===== src/common/asp_pkg.sv =====
package asp_pkg;

  // APB register byte offsets.
  localparam logic [7:0] ASP_OFS_CTRL    = 8'h00;
  localparam logic [7:0] ASP_OFS_BRAKE   = 8'h04;
  localparam logic [7:0] ASP_OFS_SPEED   = 8'h08;
  localparam logic [7:0] ASP_OFS_IN_POSITION_WINDOW   = 8'h0C;
  localparam logic [7:0] ASP_OFS_EMERGENCY_OUTPUT_VALUE    = 8'h10;
  localparam logic [7:0] ASP_OFS_ESTROKE = 8'h14;
  localparam logic [7:0] ASP_OFS_DEADB   = 8'h18;
  localparam logic [7:0] ASP_OFS_STATE   = 8'h1C;
  localparam logic [7:0] ASP_OFS_TARGET  = 8'h20;
  localparam logic [7:0] ASP_OFS_OUTPUT  = 8'h24;

  // Control register field positions.
  localparam int ASP_CTRL_MODE   = 0;
  localparam int ASP_CTRL_CURVE  = 1;
  localparam int ASP_CTRL_VSRC   = 3;
  localparam int ASP_CTRL_EMEN   = 4;

  // Reset values.
  localparam logic [4:0]  ASP_RST_CTRL    = 5'h10;
  localparam logic [15:0] ASP_RST_BRAKE   = 16'h03E8;
  localparam logic [15:0] ASP_RST_SPEED   = 16'h7FFF;
  localparam logic [15:0] ASP_RST_IN_POSITION_WINDOW   = 16'h0010;
  localparam logic [15:0] ASP_RST_EMERGENCY_OUTPUT_VALUE    = 16'h0000;
  localparam logic [15:0] ASP_RST_ESTROKE = 16'h0020;
  localparam logic [15:0] ASP_RST_DEADB   = 16'h0000;

  // Braking curve numerators.
  localparam logic [31:0] ASP_NUM_LIN   = 32'h0000_2710;
  localparam logic [31:0] ASP_NUM_ROOT1 = 32'h0000_7530;
  localparam logic [31:0] ASP_NUM_ROOT2 = 32'h0000_C350;

  // Sample period and clock.
  localparam int ASP_SAMPLE_NS = 1000000;
  localparam int ASP_CLK_NS    = 8;
  localparam int ASP_TICK_CYC  = ASP_SAMPLE_NS / ASP_CLK_NS;

  typedef enum logic [1:0]
  {
    ASP_CURVE_LIN   = 2'b00,
    ASP_CURVE_ROOT1 = 2'b01,
    ASP_CURVE_ROOT2 = 2'b10
  } asp_curve_t;

  typedef enum logic [1:0]
  {
    ASP_ST_OFF  = 2'b00,
    ASP_ST_HOLD = 2'b01,
    ASP_ST_RUN  = 2'b10,
    ASP_ST_STOP = 2'b11
  } asp_state_t;

endpackage


===== src/asp_axis_ctrl.sv =====
// The implementer's own choices: the APB register port and the placing of the registers.
`timescale 1ns/10ps
`default_nettype none

module asp_axis_ctrl
  import asp_pkg::*;
#(
  parameter int TICK_CYC = ASP_TICK_CYC
)
(
  // Clock and reset.
  input  wire logic        clk,
  input  wire logic        rst,
  // APB slave.
  input  wire logic        psel,
  input  wire logic        penable,
  input  wire logic        pwrite,
  input  wire logic [7:0]  paddr,
  input  wire logic [31:0] pwdata,
  output logic      [31:0] prdata,
  output logic             pready,
  output logic             pslverr,
  // Digital inputs.
  input  wire logic        enable_in,
  input  wire logic        start_in,
  input  wire logic        sync_select_pin,
  input  wire logic        sensor_error,
  // Analog values, already converted, unsigned positions and speed demand.
  input  wire logic [15:0] command_pos,
  input  wire logic [15:0] speed_demand,
  input  wire logic [15:0] actual_pos,
  input  wire logic [15:0] master_pos,
  // Outputs.
  output logic             ready_out,
  output logic             status_out,
  output logic signed [15:0] valve_out
);

  // Configuration registers.
  logic [4:0]  ctrl;
  logic [15:0] brake_dist;
  logic [15:0] internal_speed_limit;
  logic [15:0] in_position_window;
  logic [15:0] emergency_output_value;
  logic [15:0] emerg_stroke;
  logic [15:0] deadband;

  // Control state.
  asp_state_t  state;
  asp_state_t  next_state;
  logic [16:0] tick_cnt;
  logic        tick;
  logic        enable_q;
  logic        start_q;
  logic [15:0] target;
  logic [15:0] profile;
  logic [15:0] next_target;
  logic [15:0] next_profile;
  logic [15:0] gain;
  logic signed [15:0] next_out;
  logic        next_status;

  // Register decode.
  wire logic        apb_wr     = psel & penable & pwrite;
  wire logic        sel_ctrl   = (paddr == ASP_OFS_CTRL);
  wire logic        sel_brake  = (paddr == ASP_OFS_BRAKE);
  wire logic        sel_speed  = (paddr == ASP_OFS_SPEED);
  wire logic        sel_in_position_window  = (paddr == ASP_OFS_IN_POSITION_WINDOW);
  wire logic        sel_emergency_output_value   = (paddr == ASP_OFS_EMERGENCY_OUTPUT_VALUE);
  wire logic        sel_estr   = (paddr == ASP_OFS_ESTROKE);
  wire logic        sel_deadb  = (paddr == ASP_OFS_DEADB);
  wire logic        sel_state  = (paddr == ASP_OFS_STATE);
  wire logic        sel_target = (paddr == ASP_OFS_TARGET);
  wire logic        sel_output = (paddr == ASP_OFS_OUTPUT);
  wire logic        mapped     = sel_ctrl | sel_brake | sel_speed | sel_in_position_window | sel_emergency_output_value | sel_estr
                                 | sel_deadb | sel_state | sel_target | sel_output;

  // Configuration fields.
  wire logic        decel_mode = ctrl[ASP_CTRL_MODE];
  wire asp_curve_t  curve      = asp_curve_t'(ctrl[ASP_CTRL_CURVE +: 2]);
  wire logic        speed_ext  = ctrl[ASP_CTRL_VSRC];
  wire logic        emerg_en   = ctrl[ASP_CTRL_EMEN];

  // The slave registers answer at once; pready never stretches an access.
  assign pready  = 1'b1;
  assign pslverr = psel & penable & ~mapped;

  // Read mux, unmapped addresses read zero.
  always_comb
  begin
    prdata = 32'h0000_0000;
    if (sel_ctrl)   prdata = {27'h0, ctrl};
    if (sel_brake)  prdata = {16'h0, brake_dist};
    if (sel_speed)  prdata = {16'h0, internal_speed_limit};
    if (sel_in_position_window)  prdata = {16'h0, in_position_window};
    if (sel_emergency_output_value)   prdata = {16'h0, emergency_output_value};
    if (sel_estr)   prdata = {16'h0, emerg_stroke};
    if (sel_deadb)  prdata = {16'h0, deadband};
    if (sel_state)  prdata = {26'h0, sync_select_pin, state, status_out, ready_out, tick};
    if (sel_target) prdata = {profile, target};
    if (sel_output) prdata = {16'h0, valve_out};
  end

  // Register writes take effect at the completing APB edge.
  always_ff @(posedge clk or posedge rst)
  begin
    if (rst)
    begin
      ctrl                   <= ASP_RST_CTRL;
      brake_dist             <= ASP_RST_BRAKE;
      internal_speed_limit   <= ASP_RST_SPEED;
      in_position_window     <= ASP_RST_IN_POSITION_WINDOW;
      emergency_output_value <= ASP_RST_EMERGENCY_OUTPUT_VALUE;
      emerg_stroke           <= ASP_RST_ESTROKE;
      deadband               <= ASP_RST_DEADB;
    end
    else if (apb_wr)
    begin
      if (sel_ctrl)  ctrl                   <= pwdata[4:0];
      if (sel_brake) brake_dist             <= pwdata[15:0];
      if (sel_speed) internal_speed_limit   <= pwdata[15:0];
      if (sel_in_position_window) in_position_window     <= pwdata[15:0];
      if (sel_emergency_output_value)  emergency_output_value <= pwdata[15:0];
      if (sel_estr)  emerg_stroke           <= pwdata[15:0];
      if (sel_deadb) deadband               <= pwdata[15:0];
    end
  end

  // Sample tick divider: one pulse per 1 ms.
  assign tick = (tick_cnt == 17'(TICK_CYC - 1));

  always_ff @(posedge clk or posedge rst)
  begin
    if (rst)
      tick_cnt <= 17'h00000;
    else if (tick)
      tick_cnt <= 17'h00000;
    else
      tick_cnt <= tick_cnt + 17'h00001;
  end

  // Integer square root, restoring method on a 32-bit radicand.
  function automatic logic [15:0] isqrt(input logic [31:0] x);
    logic [31:0] rem;
    logic [15:0] root;
    logic [17:0] trial;
    rem  = 32'h0;
    root = 16'h0;
    for (int i = 15; i >= 0; i--)
    begin
      rem   = {rem[29:0], x[2*i+1], x[2*i]};
      trial = {root, 2'b01};
      if (rem >= {14'h0, trial})
      begin
        rem  = rem - {14'h0, trial};
        root = {root[14:0], 1'b1};
      end
      else
        root = {root[14:0], 1'b0};
    end
    return root;
  endfunction

  // Gain from curve and braking distance; a zero distance is treated as one.
  wire logic [15:0] dist_safe = (brake_dist == 16'h0) ? 16'h0001 : brake_dist;
  wire logic [31:0] curve_num = (curve == ASP_CURVE_ROOT2) ? ASP_NUM_ROOT2 :
                                (curve == ASP_CURVE_ROOT1) ? ASP_NUM_ROOT1 :
                                ASP_NUM_LIN;
  wire logic [31:0] gain_full = curve_num / {16'h0, dist_safe};

  // Sync is active whenever this card's select is high; a master has it low.
  wire logic        sync_on   = sync_select_pin;

  // Reference: the partner or master axis position overrides the own target.
  wire logic [15:0] pos_ref   = sync_on ? master_pos : (decel_mode ? target : profile);
  wire logic signed [16:0] err = $signed({1'b0, pos_ref}) - $signed({1'b0, actual_pos});
  wire logic [15:0] err_mag   = err[16] ? 16'(-err) : err[15:0];

  // Remaining stroke shaped by the curve: linear or root of the distance left.
  wire logic [15:0] root_mag  = isqrt({err_mag, 16'h0000});
  wire logic [31:0] lin_prod  = {16'h0, err_mag} * {16'h0, gain};
  wire logic [31:0] root_prod = {16'h0, root_mag} * {16'h0, gain};
  wire logic [31:0] drive_raw = (curve == ASP_CURVE_LIN) ? (lin_prod >> 8) : (root_prod >> 16);
  wire logic [15:0] drive_mag = (drive_raw > 32'h0000_7FFF) ? 16'h7FFF : drive_raw[15:0];

  // Double gain below the deadband value, then offset by it; no step at zero.
  wire logic [16:0] dbl_mag   = {drive_mag, 1'b0};
  wire logic [16:0] ofs_mag   = {1'b0, drive_mag} + {1'b0, deadband};
  wire logic [16:0] shp_mag   = (drive_mag < deadband) ? dbl_mag : ofs_mag;

  // Speed limit from the register or the external demand.
  wire logic [15:0] speed_lim = speed_ext ? speed_demand : internal_speed_limit;
  wire logic [15:0] lim_sel   = (speed_lim > 16'h7FFF) ? 16'h7FFF : speed_lim;
  wire logic [15:0] out_mag   = (shp_mag > {1'b0, lim_sel}) ? lim_sel : shp_mag[15:0];
  wire logic signed [15:0] ctrl_out = err[16] ? -$signed(out_mag) : $signed(out_mag);

  // Window check against the loop error in either mode.
  wire logic        in_window = (err_mag <= in_position_window);

  // Failure conditions for the emergency output.
  wire logic        fault     = sensor_error | ~enable_in;
  wire logic        ready_now = enable_in & ~sensor_error;

  // Edges of enable and start as seen at the tick.
  wire logic        enable_rise = enable_in & ~enable_q;
  wire logic        start_rise  = start_in & ~start_q;
  wire logic        start_fall  = ~start_in & start_q;

  // Profile step toward target, bounded by the speed limit per sample.
  wire logic [15:0] prof_gap  = (target > profile) ? (target - profile) : (profile - target);
  wire logic [15:0] prof_step = (prof_gap > lim_sel) ? lim_sel : prof_gap;
  wire logic [15:0] prof_next = (target > profile) ? (profile + prof_step) : (profile - prof_step);

  // Emergency deceleration target, moved in the direction of travel and saturated.
  wire logic [16:0] stop_up   = {1'b0, actual_pos} + {1'b0, emerg_stroke};
  wire logic [15:0] stop_dn   = (actual_pos > emerg_stroke) ? (actual_pos - emerg_stroke) : 16'h0000;
  wire logic [15:0] stop_pos  = err[16] ? stop_dn : (stop_up[16] ? 16'hFFFF : stop_up[15:0]);

  // Sequencing by the digital inputs.
  always_comb
  begin
    next_state   = state;
    next_target  = target;
    next_profile = decel_mode ? target : prof_next;
    if (!ready_now)
    begin
      next_state   = ASP_ST_OFF;
      next_profile = actual_pos;
    end
    else
    begin
      unique case (state)
        ASP_ST_OFF:
        begin
          next_state   = ASP_ST_HOLD;
          next_target  = actual_pos;
          next_profile = actual_pos;
        end
        ASP_ST_HOLD:
        begin
          if (start_in)
          begin
            next_state  = ASP_ST_RUN;
            next_target = command_pos;
          end
        end
        ASP_ST_RUN:
        begin
          if (start_fall)
          begin
            next_state   = ASP_ST_STOP;
            next_target  = in_window ? target : stop_pos;
            next_profile = in_window ? target : stop_pos;
          end
          else
            next_target = command_pos;
        end
        ASP_ST_STOP:
        begin
          if (start_rise)
          begin
            next_state  = ASP_ST_RUN;
            next_target = command_pos;
          end
        end
      endcase
    end
  end

  // Output selection: emergency value, zero, or the loop output.
  always_comb
  begin
    if (fault)
      next_out = emerg_en ? $signed(emergency_output_value) : 16'sh0000;
    else
      next_out = ctrl_out;
    next_status = start_in & ready_now & in_window;
  end

  // All loop state moves once per sample tick.
  always_ff @(posedge clk or posedge rst)
  begin
    if (rst)
    begin
      state      <= ASP_ST_OFF;
      enable_q   <= 1'b0;
      start_q    <= 1'b0;
      target     <= 16'h0000;
      profile    <= 16'h0000;
      gain       <= 16'h0000;
      valve_out  <= 16'sh0000;
      ready_out  <= 1'b0;
      status_out <= 1'b0;
    end
    else if (tick)
    begin
      state      <= next_state;
      enable_q   <= enable_in;
      start_q    <= start_in;
      target     <= next_target;
      profile    <= next_profile;
      gain       <= gain_full[15:0];
      valve_out  <= next_out;
      ready_out  <= ready_now;
      status_out <= next_status;
    end
  end

  // Enable edge is tracked for software view only through state; keep it observable.
  wire logic unused_ok = enable_rise;

endmodule

`default_nettype wire


===== config.mk =====
export PLATFORM = sky130hd
export DESIGN_NAME = asp_axis_ctrl
export DESIGN_NICKNAME = d
export VERILOG_FILES = /design/src/common/asp_pkg.sv /design/src/asp_axis_ctrl.sv
export SDC_FILE = /design/constraint.sdc
export NUM_CORES = 2
export LEC_CHECK = 0
export BUFFER_PORTS_ARGS = -buffer_cell sky130_fd_sc_hd__buf_2
export CORE_MARGIN = 1.5
export CORE_UTILIZATION = 26
export CTS_BUF_LIST = sky130_fd_sc_hd__clkbuf_4
export CTS_CLUSTER_SIZE = 30
export DETAILED_ROUTE_END_ITERATION = 8
export GPL_ROUTABILITY_DRIVEN = 0
export SLEW_MARGIN = 20
export SYNTH_ARGS = -nofsm -noshare
export SYNTH_HDL_FRONTEND = slang
export SYNTH_SLANG_ARGS = --single-unit

===== constraint.sdc =====
create_clock -name clk -period 281.2 [get_ports clk]
set_clock_uncertainty 0.1 [all_clocks]
set_input_delay 28.12 -clock clk [delete_from_list [all_inputs] [get_ports clk]]
set_output_delay 28.12 -clock clk [all_outputs]
set_load 0.005 [all_outputs]

* Yosys cells after proc, flatten, opt, wreduce, memory -nomap -nowiden
Cells that the tools add are included.
Word-level totals: input bits 113, output and inout bits 52, flip-flop bits (word level) 187
Operators by class: $add $sub $neg 26, equality and inequality tests 20, div/mod/pow operators 1, reductions and logical operators 13, magnitude comparators 24, $mul 2, bitwise operators 23, mux-type cells 77
Operators by type and width (number):
- 30-bit 2-to-1 mux | 15
- 16-bit 2-to-1 mux | 27
- 32-bit 2-to-1 mux | 7
- 16-bit by 16-bit multiplier with 32-bit output | 2
- 16-bit case mux with 4 select lines | 1
- 16-bit subtractor | 4
- 16-bit > comparator | 3
- 16-bit by 16-bit adder with 17-bit output | 2
- 17-bit 2-to-1 mux | 2
- 32-bit by 16-bit divider with 32-bit output | 1
- 8-bit by 5-bit equality test with 1-bit output (second input constant) | 4
- 32-bit by 10-bit greater-or-equal comparator with 1-bit output | 1
- 32-bit by 11-bit greater-or-equal comparator with 1-bit output | 1
- 32-bit by 12-bit greater-or-equal comparator with 1-bit output | 1
- 32-bit by 13-bit greater-or-equal comparator with 1-bit output | 1
- 32-bit by 14-bit greater-or-equal comparator with 1-bit output | 1
- 32-bit by 15-bit greater-or-equal comparator with 1-bit output | 1
- 32-bit by 16-bit greater-or-equal comparator with 1-bit output | 1
- 32-bit by 17-bit greater-or-equal comparator with 1-bit output | 1
- 32-bit by 3-bit greater-or-equal comparator with 1-bit output | 1
- 32-bit by 4-bit greater-or-equal comparator with 1-bit output | 1
- 32-bit by 5-bit greater-or-equal comparator with 1-bit output | 1
- 32-bit by 6-bit greater-or-equal comparator with 1-bit output | 1
- 32-bit by 7-bit greater-or-equal comparator with 1-bit output | 1
- other kinds (50) | 105

* Depth between registers and ports, before layout
word-level depth 48, gate-level depth with buffers 544, mapped depth without buffers 500

* Least setup slack after synthesis
OpenSTA, ideal clock, no wires.
path kind reg-to-reg, start point register brake_dist[12], end point register gain[0], setup time 0.121 ns, cell stages (with the launch flop) 533, arrival 105.125 ns, path slack 175.854 ns, data required time 280.979 ns, cell sequence dfrtp_1 or4_1 nor4b_1 a31oi_1 clkbuf_1 ha_1 o21a_1 o21ai_0 a21o_1 nor3_1 ha_1 o21a_1 o21a_1 o21ai_0 a211oi_1 mux2_2 ha_1 o21ai_0 (+497 left out) a21oi_1 and4_1 nand4_1 clkbuf_1 a21oi_1 ha_1 a21o_1 a21oi_1 nor2b_1 o21ai_0 nand2b_1 a21oi_1 nor2b_1 o21ai_0 o211ai_1 nor3_1 nand4_1 o22a_1
On the way: word-level cells in the longest chain between the ends 3
RTL lines:
- start, declared | line asp_axis_ctrl.sv:41 | logic [15:0] brake_dist;
- start signal, assigned | line asp_axis_ctrl.sv:120 | if (sel_brake) brake_dist <= pwdata[15:0];
- 16-bit logical NOT | line asp_axis_ctrl.sv:165 | wire logic [15:0] dist_safe = (brake_dist == 16'h0) ? 16'h0001 : brake_dist;
- 16-bit 2-to-1 mux (*) | line asp_axis_ctrl.sv:165
- 32-bit by 16-bit divider with 32-bit output (*) | line asp_axis_ctrl.sv:169 | wire logic [31:0] gain_full = curve_num / {16'h0, dist_safe};
- end signal, assigned | line asp_axis_ctrl.sv:302 | gain <= gain_full[15:0];
- end, declared | line asp_axis_ctrl.sv:59 | logic [15:0] gain;
Every way passes the cells marked *; elsewhere a longest branch is shown, timed or not. A chain may end at the register's enable or synchronous reset.

* Worst setup path after layout
start point register brake_dist[15], end point register gain[0]
The elaborated chain is that of the path after synthesis.

==> flow_summary.toml <==
[routing]
finalWirelength_microns = 215000
drt_iter0_markers = 4778
drc = 0
avgRoutedWirePerCell_microns = 17.0
via_per_inst = 5.24
drtAntennaViolNets = 0
vias = 66400
firstDrtPassIters = 8

[clock_tree]
clock_sinks = 187
clk_path_buf_depth = 2
path_clk_slew_ns = 0.19
cts_htree_levels = 4
post-cts-setup-buffer-count = 0
insertion_delay_ns = 0.78
cts-root-buf = "clkbuf_4"
cts.repair.resized = 0
cts_made_buffers = 17
cts_tree = "done"
holdBufCountCts = 0

[cells_and_area]
drive_gt1_share_pct = 9.01
postLayoutCellArea_sq_um = 74100
nets = 10600
fillers = 28900
layout.cells.most_common = "nand2_1"
final_cell_mix = "958 x nand2_1, 912 x ha_1, 786 x inv_1"
syn2layout_area_growth_pct = 7.46
fin_cells = 12700

[yosys]
synth_warnings = 0
synth_compound_area_share_pct = 24.4
yosys.area.top_type = "ha_1"
yosys.area_share.simple_pct = 23.1
synthXorXnorAreaFrac_pct = 5.48
synth_edf_count = 0
syn_area_sq_um = 68900
synth_area_per_cell_sq_um = 7.50
synth_top_area_share_pct = 16.6
synthMuxAreaShare_pct = 5.30
syn_inst = 9191
synthAdderAreaFrac_pct = 28.0
synthArstFlopShare_pct = 100
dominantRegCellSynth = "dfrtp_1"
synth_top_family_by_area = "adder cells"
seq_area_frac_synth_pct = 6.83
yosysUniqueCellTypes = 147
yosys-top-cells-area = "ha_1 17%, fa_1 11%, dfrtp_1 5.9%, nand2_1 5.2%, a21oi_1 4.4%"
synth-seq-cells = 187

[setup_path]
criticalPathCategory = "reg -> reg"
max_stage_delay_ns = 0.83
cp-start-kind = "register"
critPathRequiredTime_ns = 281.77
path_max_fanout = 40
crit_top_cell = "o21a_1"
worst-endpoint-arrival_ns = 109.45
slowest_stage = "or4b_2"
endpoint_kind = "register"

[die]
core_sq_um = 263000
die_y_microns = 518
start_util_pct = 26.2
pin_count = 165
rows = 188
dieArea_sq_um = 268000
die_x_microns = 518

[timing]
slew_headroom_pct = 27.7
slew_violations = 0
setup_tns_ns = 0
finalHoldViolations = 0
fmax_ghz = 0.00919
rsz0062_at_grt = "no"
worst_pin_slew_ns = 1.08
setup_viol = 0
period_needed_ns = 108.87
finalCritPeriodShare_pct = 38.7
hold_slack_ns = 0.406

[placed_design]
port_buffers = 147
postPlaceCellArea_sq_um = 73700
hpwl_microns = 169000
dpl.cell_count = 12600

[status]
status = "complete, no violations"

[global_routing]
antenna_found_initial = 1
overflow = 0
grt_pass1_vias = 64100
grt_pass1_wl_microns = 350000
grt_max_degree = 77
grt_usage_pct = 15.7

[run]
max_cap_violations = 0

[worst_hold_path]
min_path_type = "reg -> reg"
-- worst max-delay path: cells and delay by family (launching register included) --
kind | cells | cell delay [ns]
AND/OR/NAND/NOR | 83 | 18.36
adder cells (fa/ha/maj) | 30 | 9.25
buffers and inverters | 25 | 6.16
multiplexers | 12 | 3.69
AO/OA/AOI/OAI | 357 | 70.49
flip-flops | 1 | 0.56
-- sequential cells by signal, summed over array words and instances (netlist names) --
name	count
tick_cnt	17
brake_dist	16
deadband	16
emerg_stroke	16
emergency_output_value	16
gain	16
in_position_window	16
internal_speed_limit	16
profile	16
target	16
valve_out	16
ctrl	5
state	2
ready_out	1
start_q	1
status_out	1
-- layout make-up --
| type | count | area (sq um) | share of cell area [%] |
|---|---|---|---|
| Clock buffer | 18 | 135 | 0.182 |
| Tap cell | 3515 | 4400 | 5.94 |
| Multi-Input combinational cell | 7849 | 59900 | 80.8 |
| Timing Repair Buffer | 282 | 1750 | 2.36 |
| Antenna cell | 2 | 5.00 | 0.00676 |
| Clock inverter | 14 | 194 | 0.262 |
| Inverter | 802 | 3030 | 4.08 |
| Sequential cell | 187 | 4710 | 6.36 |
-- per-stage QoR --
| stage | util, % | setup WS, ns |
|---|---|---|
| 6_report | 28.2 | 172.33 |
| 5_1_grt | 28.2 | 163.74 |
| 4_1_cts | 28.2 | 172.59 |
| 3_5_place_dp | 28.0 | 173.10 |
| 3_3_place_gp | 28.0 | 173.88 |
| 2_1_floorplan | - | 175.85 |
-- cells in the mapped netlist (24+ instances only) --
cell,count
or4_1,26
mux2i_1,95
and4_1,25
nor2b_1,100
nor3_1,432
dfrtp_1,163
o22ai_1,32
or2_2,69
nand2b_1,121
nand4_1,101
o2111ai_1,24
nand2_1,958
a2111oi_0,26
buf_2,26
dfstp_2,24
a21o_1,243
fa_1,395
nor2_1,772
a31oi_1,65
nand3_1,145
a21oi_1,608
o21ai_0,385
o211ai_1,37
and3_1,62
clkbuf_1,268
buf_4,31
a22oi_1,56
nor4_1,46
buf_1,32
a211oi_1,60
xor2_1,138
inv_1,787
and2_1,207
xnor2_1,284
o31ai_1,154
or3_1,54
ha_1,912
o21a_1,341
mux2_2,236
o21bai_1,67
o21ai_1,42
a221oi_1,28
-- layer usage --
metal / routed length, microns / global-route usage (%) / vias to the layer above
met2: 97800 / 26.2 / 1718
met4: 5300 / 3.81 / 0
met1: 100000 / 21.6 / 31700
li1: - / - / 32600
met5: 0 / 0 / -
met3: 11900 / 1.50 / 280
-- worst paths after layout --
check                          startpoint               to  slack, ns  cells after the start
max                        brake_dist[15]          gain[0]     172.33                    507
min                          tick_cnt[10]     tick_cnt[10]       0.41                      1
max reg2reg                brake_dist[15]          gain[0]     172.33                    507
min reg2reg                  tick_cnt[10]     tick_cnt[10]       0.41                      1
max in group asynchronous             rst     tick_cnt[12]     251.67                      4
min in group asynchronous             rst  emerg_stroke[3]      27.27                      2
-- cells by family after synthesis --
family | Yosys count
AND/OR/NAND/NOR | 3272
AO/OA/AOI/OAI | 2481
adder cells (fa/ha/maj) | 1308
buffers and inverters | 1179
XOR/XNOR | 427
multiplexers | 335
flip-flops | 187
other | 2
Power is left out: the tool's default activity adds up to more than one toggle a clock period on the data nets, which glitch-free logic cannot reach.
